--- src/hw/pbc_pkg.sv ---
package pbc_pkg;
	// Register addresses on the host register port
	localparam logic [8:0] PBC_ADDR_CTRL = 9'h03b;
	localparam logic [8:0] PBC_ADDR_DSCH = 9'h1c7;
	// Reset values
	localparam logic [7:0] PBC_CTRL_RST = 8'h24;
	localparam logic [7:0] PBC_DSCH_RST = 8'h01;
	// Field positions
	localparam int PBC_STATE_LSB = 0;
	localparam int PBC_EXIT_LSB = 3;
	localparam int PBC_VSEL_LSB = 6;
	localparam int PBC_DSCH_BIT = 0;
	// State field encodings
	localparam logic [2:0] PBC_ST_OFF = 3'h4;
	localparam logic [2:0] PBC_ST_ON = 3'h7;
	// Voltage select encodings
	localparam logic [1:0] PBC_V_4V2 = 2'h0;
	localparam logic [1:0] PBC_V_5V0 = 2'h2;
	// Soft start blanking of short-circuit detection
	localparam int PBC_SOFT_START_US = 4000;
	localparam int PBC_CLK_MHZ = 100;
	localparam int PBC_SOFT_START_CYC = PBC_SOFT_START_US * PBC_CLK_MHZ;

	typedef enum logic [1:0] {
		PBC_OFF,
		PBC_SOFT,
		PBC_RUN,
		PBC_TRIPPED
	} pbc_reg_state_e;

	typedef struct packed {
		logic ov;
		logic uv;
		logic oc;
		logic sc;
	} pbc_comp_s;

	typedef struct packed {
		logic wr;
		logic [8:0] addr;
		logic [7:0] wdata;
	} pbc_wr_s;
endpackage : pbc_pkg

--- src/hw/pbc_sync.sv ---
`timescale 1ns/1ps
module pbc_sync
	import pbc_pkg::*;
#(
	parameter int W = 5
) (
	// Clock and reset
	input wire logic clk,
	input wire logic rst_n,
	// Data
	input wire logic [W-1:0] d,
	output logic [W-1:0] q
);
	logic [W-1:0] meta_ff;
	logic [W-1:0] q_ff;

	always_ff @(posedge clk or negedge rst_n) begin
		if (!rst_n) begin
			meta_ff <= '0;
			q_ff <= '0;
		end else begin
			meta_ff <= d;
			q_ff <= meta_ff;
		end
	end

	assign q = q_ff;
endmodule : pbc_sync

--- src/hw/pbc_top.sv ---
`timescale 1ns/1ps
module pbc_top
	import pbc_pkg::*;
#(
	parameter int SOFT_START_CYC = PBC_SOFT_START_CYC
) (
	// Clock and reset
	input wire logic clk,
	input wire logic rst_n,
	// Register port
	input wire logic reg_wr,
	input wire logic [8:0] reg_addr,
	input wire logic [7:0] reg_wdata,
	output logic [7:0] reg_rdata,
	// Analog comparators and standby exit pin (asynchronous)
	input wire logic cmp_ov,
	input wire logic cmp_uv,
	input wire logic cmp_oc,
	input wire logic cmp_sc,
	input wire logic standby_exit_pin,
	// Regulator controls
	output logic pa_boost_regulator_en,
	output logic power_switch_en,
	output logic isolation_switch_en,
	output logic uv_comp_en,
	output logic vsel_5v0,
	output logic discharge_en,
	output logic pa_boost_fault
);
	logic [7:0] ctrl_ff;
	logic [7:0] nxt_ctrl;
	logic [7:0] dsch_ff;
	logic [7:0] nxt_dsch;
	logic [7:0] rdata_ff;
	logic [7:0] nxt_rdata;
	pbc_reg_state_e st_ff;
	pbc_reg_state_e nxt_st;
	logic [22:0] ss_cnt_ff;
	logic [22:0] nxt_ss_cnt;
	logic ov_lat_ff;
	logic sc_lat_ff;
	logic nxt_ov_lat;
	logic nxt_sc_lat;
	logic exit_d_ff;
	logic en_ff;
	logic pwr_ff;
	logic iso_ff;
	logic uvc_ff;
	logic v5_ff;
	logic dsen_ff;
	logic fault_ff;
	logic [4:0] sync_q;
	pbc_comp_s cmp;
	pbc_wr_s wr;
	logic exit_s;

	pbc_sync #(.W(5)) u_sync (
		.clk(clk),
		.rst_n(rst_n),
		.d({cmp_ov, cmp_uv, cmp_oc, cmp_sc, standby_exit_pin}),
		.q(sync_q)
	);

	assign cmp = pbc_comp_s'(sync_q[4:1]);
	assign exit_s = sync_q[0];
	assign wr = '{wr: reg_wr, addr: reg_addr, wdata: reg_wdata};

	function automatic logic is_valid_state(input logic [2:0] v);
		return (v == PBC_ST_OFF) || (v == PBC_ST_ON);
	endfunction : is_valid_state

	// Decode
	wire wr_ctrl = wr.wr && (wr.addr == PBC_ADDR_CTRL);
	wire wr_dsch = wr.wr && (wr.addr == PBC_ADDR_DSCH);
	wire [2:0] state_fld = ctrl_ff[PBC_STATE_LSB +: 3];
	wire [2:0] exit_fld = ctrl_ff[PBC_EXIT_LSB +: 3];
	wire exit_rise = exit_s && !exit_d_ff;
	wire exit_copy = exit_rise && is_valid_state(exit_fld);
	wire want_on = (state_fld == PBC_ST_ON);
	wire [22:0] ss_last = 23'(SOFT_START_CYC - 1);
	wire ss_done = (ss_cnt_ff == ss_last);
	wire running = (st_ff == PBC_SOFT) || (st_ff == PBC_RUN);
	wire sc_hit = (st_ff == PBC_RUN) && cmp.sc;
	wire ov_hit = running && cmp.ov;
	wire turn_on = want_on && (st_ff == PBC_OFF);

	// Control register: writes take precedence over a standby exit copy
	always_comb begin
		nxt_ctrl = ctrl_ff;
		if (exit_copy) begin
			nxt_ctrl[PBC_STATE_LSB +: 3] = exit_fld;
		end
		if (wr_ctrl) begin
			nxt_ctrl = wr.wdata;
		end
		nxt_dsch = dsch_ff;
		if (wr_dsch) begin
			nxt_dsch = {7'h00, wr.wdata[PBC_DSCH_BIT]};
		end
	end

	assign nxt_rdata = (wr.addr == PBC_ADDR_CTRL) ? ctrl_ff :
		(wr.addr == PBC_ADDR_DSCH) ? dsch_ff : 8'h00;

	// Regulator sequencing
	always_comb begin
		nxt_st = st_ff;
		nxt_ss_cnt = ss_cnt_ff;
		case (st_ff)
			PBC_OFF: begin
				nxt_ss_cnt = '0;
				if (turn_on) begin
					nxt_st = PBC_SOFT;
				end
			end
			PBC_SOFT: begin
				nxt_ss_cnt = ss_cnt_ff + 23'h000001;
				if (!want_on) begin
					nxt_st = PBC_OFF;
				end else if (ov_hit) begin
					nxt_st = PBC_TRIPPED;
				end else if (ss_done) begin
					nxt_st = PBC_RUN;
				end
			end
			PBC_RUN: begin
				if (!want_on) begin
					nxt_st = PBC_OFF;
				end else if (ov_hit || sc_hit) begin
					nxt_st = PBC_TRIPPED;
				end
			end
			PBC_TRIPPED: begin
				// No automatic restart: only an off then on sequence revives it
				if (!want_on) begin
					nxt_st = PBC_OFF;
				end
			end
			default: nxt_st = PBC_OFF;
		endcase
	end

	// Latched faults clear only on the turn-on transition; a trip wins
	assign nxt_ov_lat = ov_hit || (ov_lat_ff && !turn_on);
	assign nxt_sc_lat = sc_hit || (sc_lat_ff && !turn_on);

	// Fault: soft start keeps it set, then live UV/OC plus latches
	// Turn-on raises the flag in the same cycle as the enable, so it never lags
	wire live_fault = turn_on || (st_ff == PBC_SOFT) || (running && (cmp.uv || cmp.oc));
	wire nxt_fault = live_fault || nxt_ov_lat || nxt_sc_lat;

	always_ff @(posedge clk or negedge rst_n) begin
		if (!rst_n) begin
			ctrl_ff <= PBC_CTRL_RST;
			dsch_ff <= PBC_DSCH_RST;
			rdata_ff <= 8'h00;
			st_ff <= PBC_OFF;
			ss_cnt_ff <= '0;
			ov_lat_ff <= 1'b0;
			sc_lat_ff <= 1'b0;
			exit_d_ff <= 1'b0;
		end else begin
			ctrl_ff <= nxt_ctrl;
			dsch_ff <= nxt_dsch;
			rdata_ff <= nxt_rdata;
			st_ff <= nxt_st;
			ss_cnt_ff <= nxt_ss_cnt;
			ov_lat_ff <= nxt_ov_lat;
			sc_lat_ff <= nxt_sc_lat;
			exit_d_ff <= exit_s;
		end
	end

	wire nxt_en = (nxt_st == PBC_SOFT) || (nxt_st == PBC_RUN);
	// Over-current blanks the power switch cycle by cycle
	wire nxt_pwr = nxt_en && !cmp.oc;
	wire nxt_v5 = (nxt_ctrl[PBC_VSEL_LSB +: 2] == PBC_V_5V0);
	wire nxt_dsen = !nxt_en && !nxt_dsch[PBC_DSCH_BIT];

	always_ff @(posedge clk or negedge rst_n) begin
		if (!rst_n) begin
			en_ff <= 1'b0;
			pwr_ff <= 1'b0;
			iso_ff <= 1'b0;
			uvc_ff <= 1'b0;
			v5_ff <= 1'b0;
			dsen_ff <= 1'b0;
			fault_ff <= 1'b0;
		end else begin
			en_ff <= nxt_en;
			pwr_ff <= nxt_pwr;
			iso_ff <= nxt_en;
			uvc_ff <= nxt_en;
			v5_ff <= nxt_v5;
			dsen_ff <= nxt_dsen;
			fault_ff <= nxt_fault;
		end
	end

	assign reg_rdata = rdata_ff;
	assign pa_boost_regulator_en = en_ff;
	assign power_switch_en = pwr_ff;
	assign isolation_switch_en = iso_ff;
	assign uv_comp_en = uvc_ff;
	assign vsel_5v0 = v5_ff;
	assign discharge_en = dsen_ff;
	assign pa_boost_fault = fault_ff;
endmodule : pbc_top

--- config.mk ---
export PLATFORM = sky130hd
export DESIGN_NAME = pbc_top
export DESIGN_NICKNAME = d
export VERILOG_FILES = /design/src/hw/pbc_pkg.sv /design/src/hw/pbc_sync.sv /design/src/hw/pbc_top.sv
export SDC_FILE = /design/constraint.sdc
export NUM_CORES = 1
export LEC_CHECK = 0
export BUFFER_PORTS_ARGS = -buffer_cell sky130_fd_sc_hd__clkbuf_2
export CORE_MARGIN = 3
export CORE_UTILIZATION = 60
export DETAILED_ROUTE_END_ITERATION = 10
export GPL_TIMING_DRIVEN = 0
export PLACE_DENSITY_LB_ADDON = 0.25
export SETUP_SLACK_MARGIN = 0.1
export SKIP_CTS_REPAIR_TIMING = 1
export SLEW_MARGIN = 15
export SYNTH_ARGS = -nofsm -noshare
export SYNTH_HDL_FRONTEND = slang
export SYNTH_SLANG_ARGS = --single-unit
--- constraint.sdc ---
create_clock -name clk -period 4.05 [get_ports clk]
set_input_delay 0.405 -clock clk [delete_from_list [all_inputs] [get_ports clk]]
set_output_delay 0.405 -clock clk [all_outputs]
set_load 0.01 [all_outputs]
==> results.yml <==
run_status:
  outcome: "finished clean"
power_and_ir_drop:
  p_comb_frac: 0.268
  switching_power_uw: 531
  switching_share: 0.330
  power.density_nw_per_um2: 523
  power.leakage_uw: 0.00139
  fin_total_pwr_uw: 1610
  peakVddDrop_uv: 369
  p_int_uw: 1080
  pwr-share-clk: 0.287
  seq_power_share: 0.446
clock_network:
  cts_root_buffer: "clkbuf_8"
  cts_max_level: 3
  cts_tree: "yes"
  cts.reportedPaths.clkPinSlew_ps: 70
  clock_path_buffers: 2
  clk_latency_ps: 350
  clock-sinks: 60
  numCtsBuffers: 9
worst_setup_path:
  path_max_fanout: 10
  endpoint_kind: "flop"
  arrival_ps: 2830
  critPathKind: "reg2reg"
  worst_setup_path_start_kind: "flop"
  crit_required_ps: 4320
final_layout:
  fin_nets: 321
  nFillCells: 279
  syn_to_final_growth_pct: 17.6
  diodes: 0
  drive_gt1_frac: 0.240
detailed_routing:
  detail_route.wl_per_cell_um: 15.0
  ant_nets: 0
  vias: 2045
  drt_pass1_iterations: 4
  wirelength_um: 5190
  drc_errors: 0
  viasPerCell: 5.91
  drtIter0Drc: 127
floorplan:
  rows: 23
  core_area_sq_um: 4090
  dieArea_sq_um: 5180
  die_h_um: 72.0
  ios: 40
  fp.dieW_um: 72.0
  start_util: 0.639
sta:
  clock.fmax_mhz: 391
  holdWs_ps: 169
  rsz0062_at_grt: "no"
  maxSlewViolCount: 0
  min_period_over_period: 0.632
  fin_setup_tns_ps: 0
  max_slew_margin: 0.514
  period_minus_slack_ps: 2560
  hold_violations: 0
  fin_skew_ps: 13.3
  setup_viol: 0
  tightestPinTransition_ps: 722
placed_design:
  port_buffers: 39
  gp_congestion: 0.805
  post-dp-hpwl_um: 3550
logic_synthesis:
  synthesis.nets: 269
  synth_edf_count: 0
  mappedNetlistArea_sq_um: 2610
  synth_cell_type_count: 47
  synth_area_leaders: "dfrtp_1, o21ai_0, nand2_1, nand3_1, dfstp_2"
  synth_cells: 239
  synth_top_area_frac: 0.546
  ys.warnings.count: 0
  yosys.area.top_type: "dfrtp_1"
  async_flop_share: 1.00
  yosysSeqAreaShare: 0.576
  ys.flop_type: "dfrtp_1"
  postSynthAreaPerCell_sq_um: 10.9
  ys_ff_latch: 60
global_route:
  grt_max_degree: 40
  antenna_found_initial: 0
  grt_pass1_wl_um: 8650
  grt_pass1_vias: 1910
  overflow: 0
  grt_use_total: 0.219
run:
  cap_violations: 0
min_path:
  hold_class: "in2reg"
[per-stage QoR]
step	utilization	instance area (sq um)	setup WS [ps]	cells
after floorplan	-	2610	2000	239
after global placement	0.702	2870	1540	328
after detailed placement	0.708	2890	1520	329
after CTS	0.750	3060	1500	345
after global routing	0.752	3070	1250	346
final	0.752	3070	1490	346
[path summary, 6_finish.rpt]
path,startpoint,to,slack (ps),depth (start not counted)
worst max-delay path,st_ff[1],ss_cnt_ff[22],1490,8
worst min-delay path,cmp_oc,u_sync.meta_ff[2],170,1
worst max register to register,st_ff[1],ss_cnt_ff[22],1490,8
worst min register to register,u_sync.meta_ff[0],u_sync.q[0],350,0
max in group asynchronous,rst_n,ctrl_ff[5],2930,3
min in group asynchronous,rst_n,ctrl_ff[1],550,2
[cell families (layout without fill, tap and decap cells)]
kind of cell             count (synthesis)  count (layout)  share of synthesized area
XOR/XNOR                                 2               2                    0.00671
adder cells (fa/ha/maj)                  5               5                     0.0239
buffers and inverters                   14              71                     0.0230
AO/OA/AOI/OAI                           57              57                      0.146
flip-flops                              60              60                      0.576
AND/OR/NAND/NOR                         93              93                      0.192
multiplexers                             8               8                     0.0330
[layout by cell type (no fill, tap or decap), drive strengths merged, types with 2 or more instances in the layout]
cell type	Yosys	final
a21oi	6	6
a22o	4	4
and2	7	7
and3	3	3
and4	2	2
buf	3	4
clkbuf	5	56
clkinv	0	2
clkinvlp	0	2
dfrtp	57	57
dfstp	3	3
ha	5	5
inv	6	6
mux2	5	5
mux2i	3	3
nand2	24	24
nand2b	2	2
nand3	16	16
nand4	8	8
nor2	13	13
nor3	6	6
nor4	4	4
o211ai	7	7
o21ai	19	19
o311ai	2	2
o31ai	7	7
o41ai	3	3
or4	3	3
xor2	2	2
[synthesized netlist by cell type (2+ instances only)]
master,instances
ha_1,5
mux2i_1,3
and2_1,7
o211ai_1,7
o21ai_0,19
mux2_2,5
nand2_1,23
nand4_1,8
o311ai_0,2
nand2b_1,2
buf_4,2
a22o_1,4
nor3_1,5
xor2_1,2
a21oi_1,6
inv_1,6
nor2_1,13
dfrtp_1,57
dfstp_2,3
or4_4,2
o41ai_1,3
nand3_1,16
o31ai_1,7
clkbuf_1,5
nor4_1,4
and3_1,2
[flip-flops by register name, indices dropped and copies added, names as in the netlist]
signal and cells:
st_ff 2, dsch_ff 1, exit_d_ff 1, discharge_en 1, u_sync.q 5, power_switch_en 1
sc_lat_ff 1, pa_boost_fault 1, ctrl_ff 8, reg_rdata 8, vsel_5v0 1, ov_lat_ff 1
u_sync.meta_ff 5, ss_cnt_ff 23, uv_comp_en 1
[critical path: stages (launching register included)]
cell	delay [ps]
dfrtp_1	410
inv_1	110
ha_1	230
buf_1	350
nand2_1	130
nor4_1	570
nand2b_1	260
nor3_1	230
mux2i_1	200
[power groups by stage]
stage          Combinational [uW]  Sequential [uW]  Clock, uW
2_1_floorplan                 291              725          0
3_3_place_gp                  411              725          0
3_5_place_dp                  426              726          0
4_1_cts                       429              717        468
5_1_grt                       488              726        496
6_report                      430              717        461
[routing by layer]
metal,up-vias,track usage,share of wire
met5,-,0,0
li1,998,-,-
met4,0,0.0793,0.016
met2,60,0.338,0.49
met1,978,0.275,0.43
met3,9,0.0970,0.067
[cell type report]
class	instances	area, sq um	area share
flip-flops and latches	60	1510	0.490
plain buffers	8	37.5	0.0122
clock buffers	12	145	0.0472
inverters	6	22.5	0.00733
repair buffers	41	228	0.0741
multi-input cells	165	1050	0.341
well taps	50	62.6	0.0204
clock inverters	4	25.0	0.00814
Power figures use the tool's default switching activity.
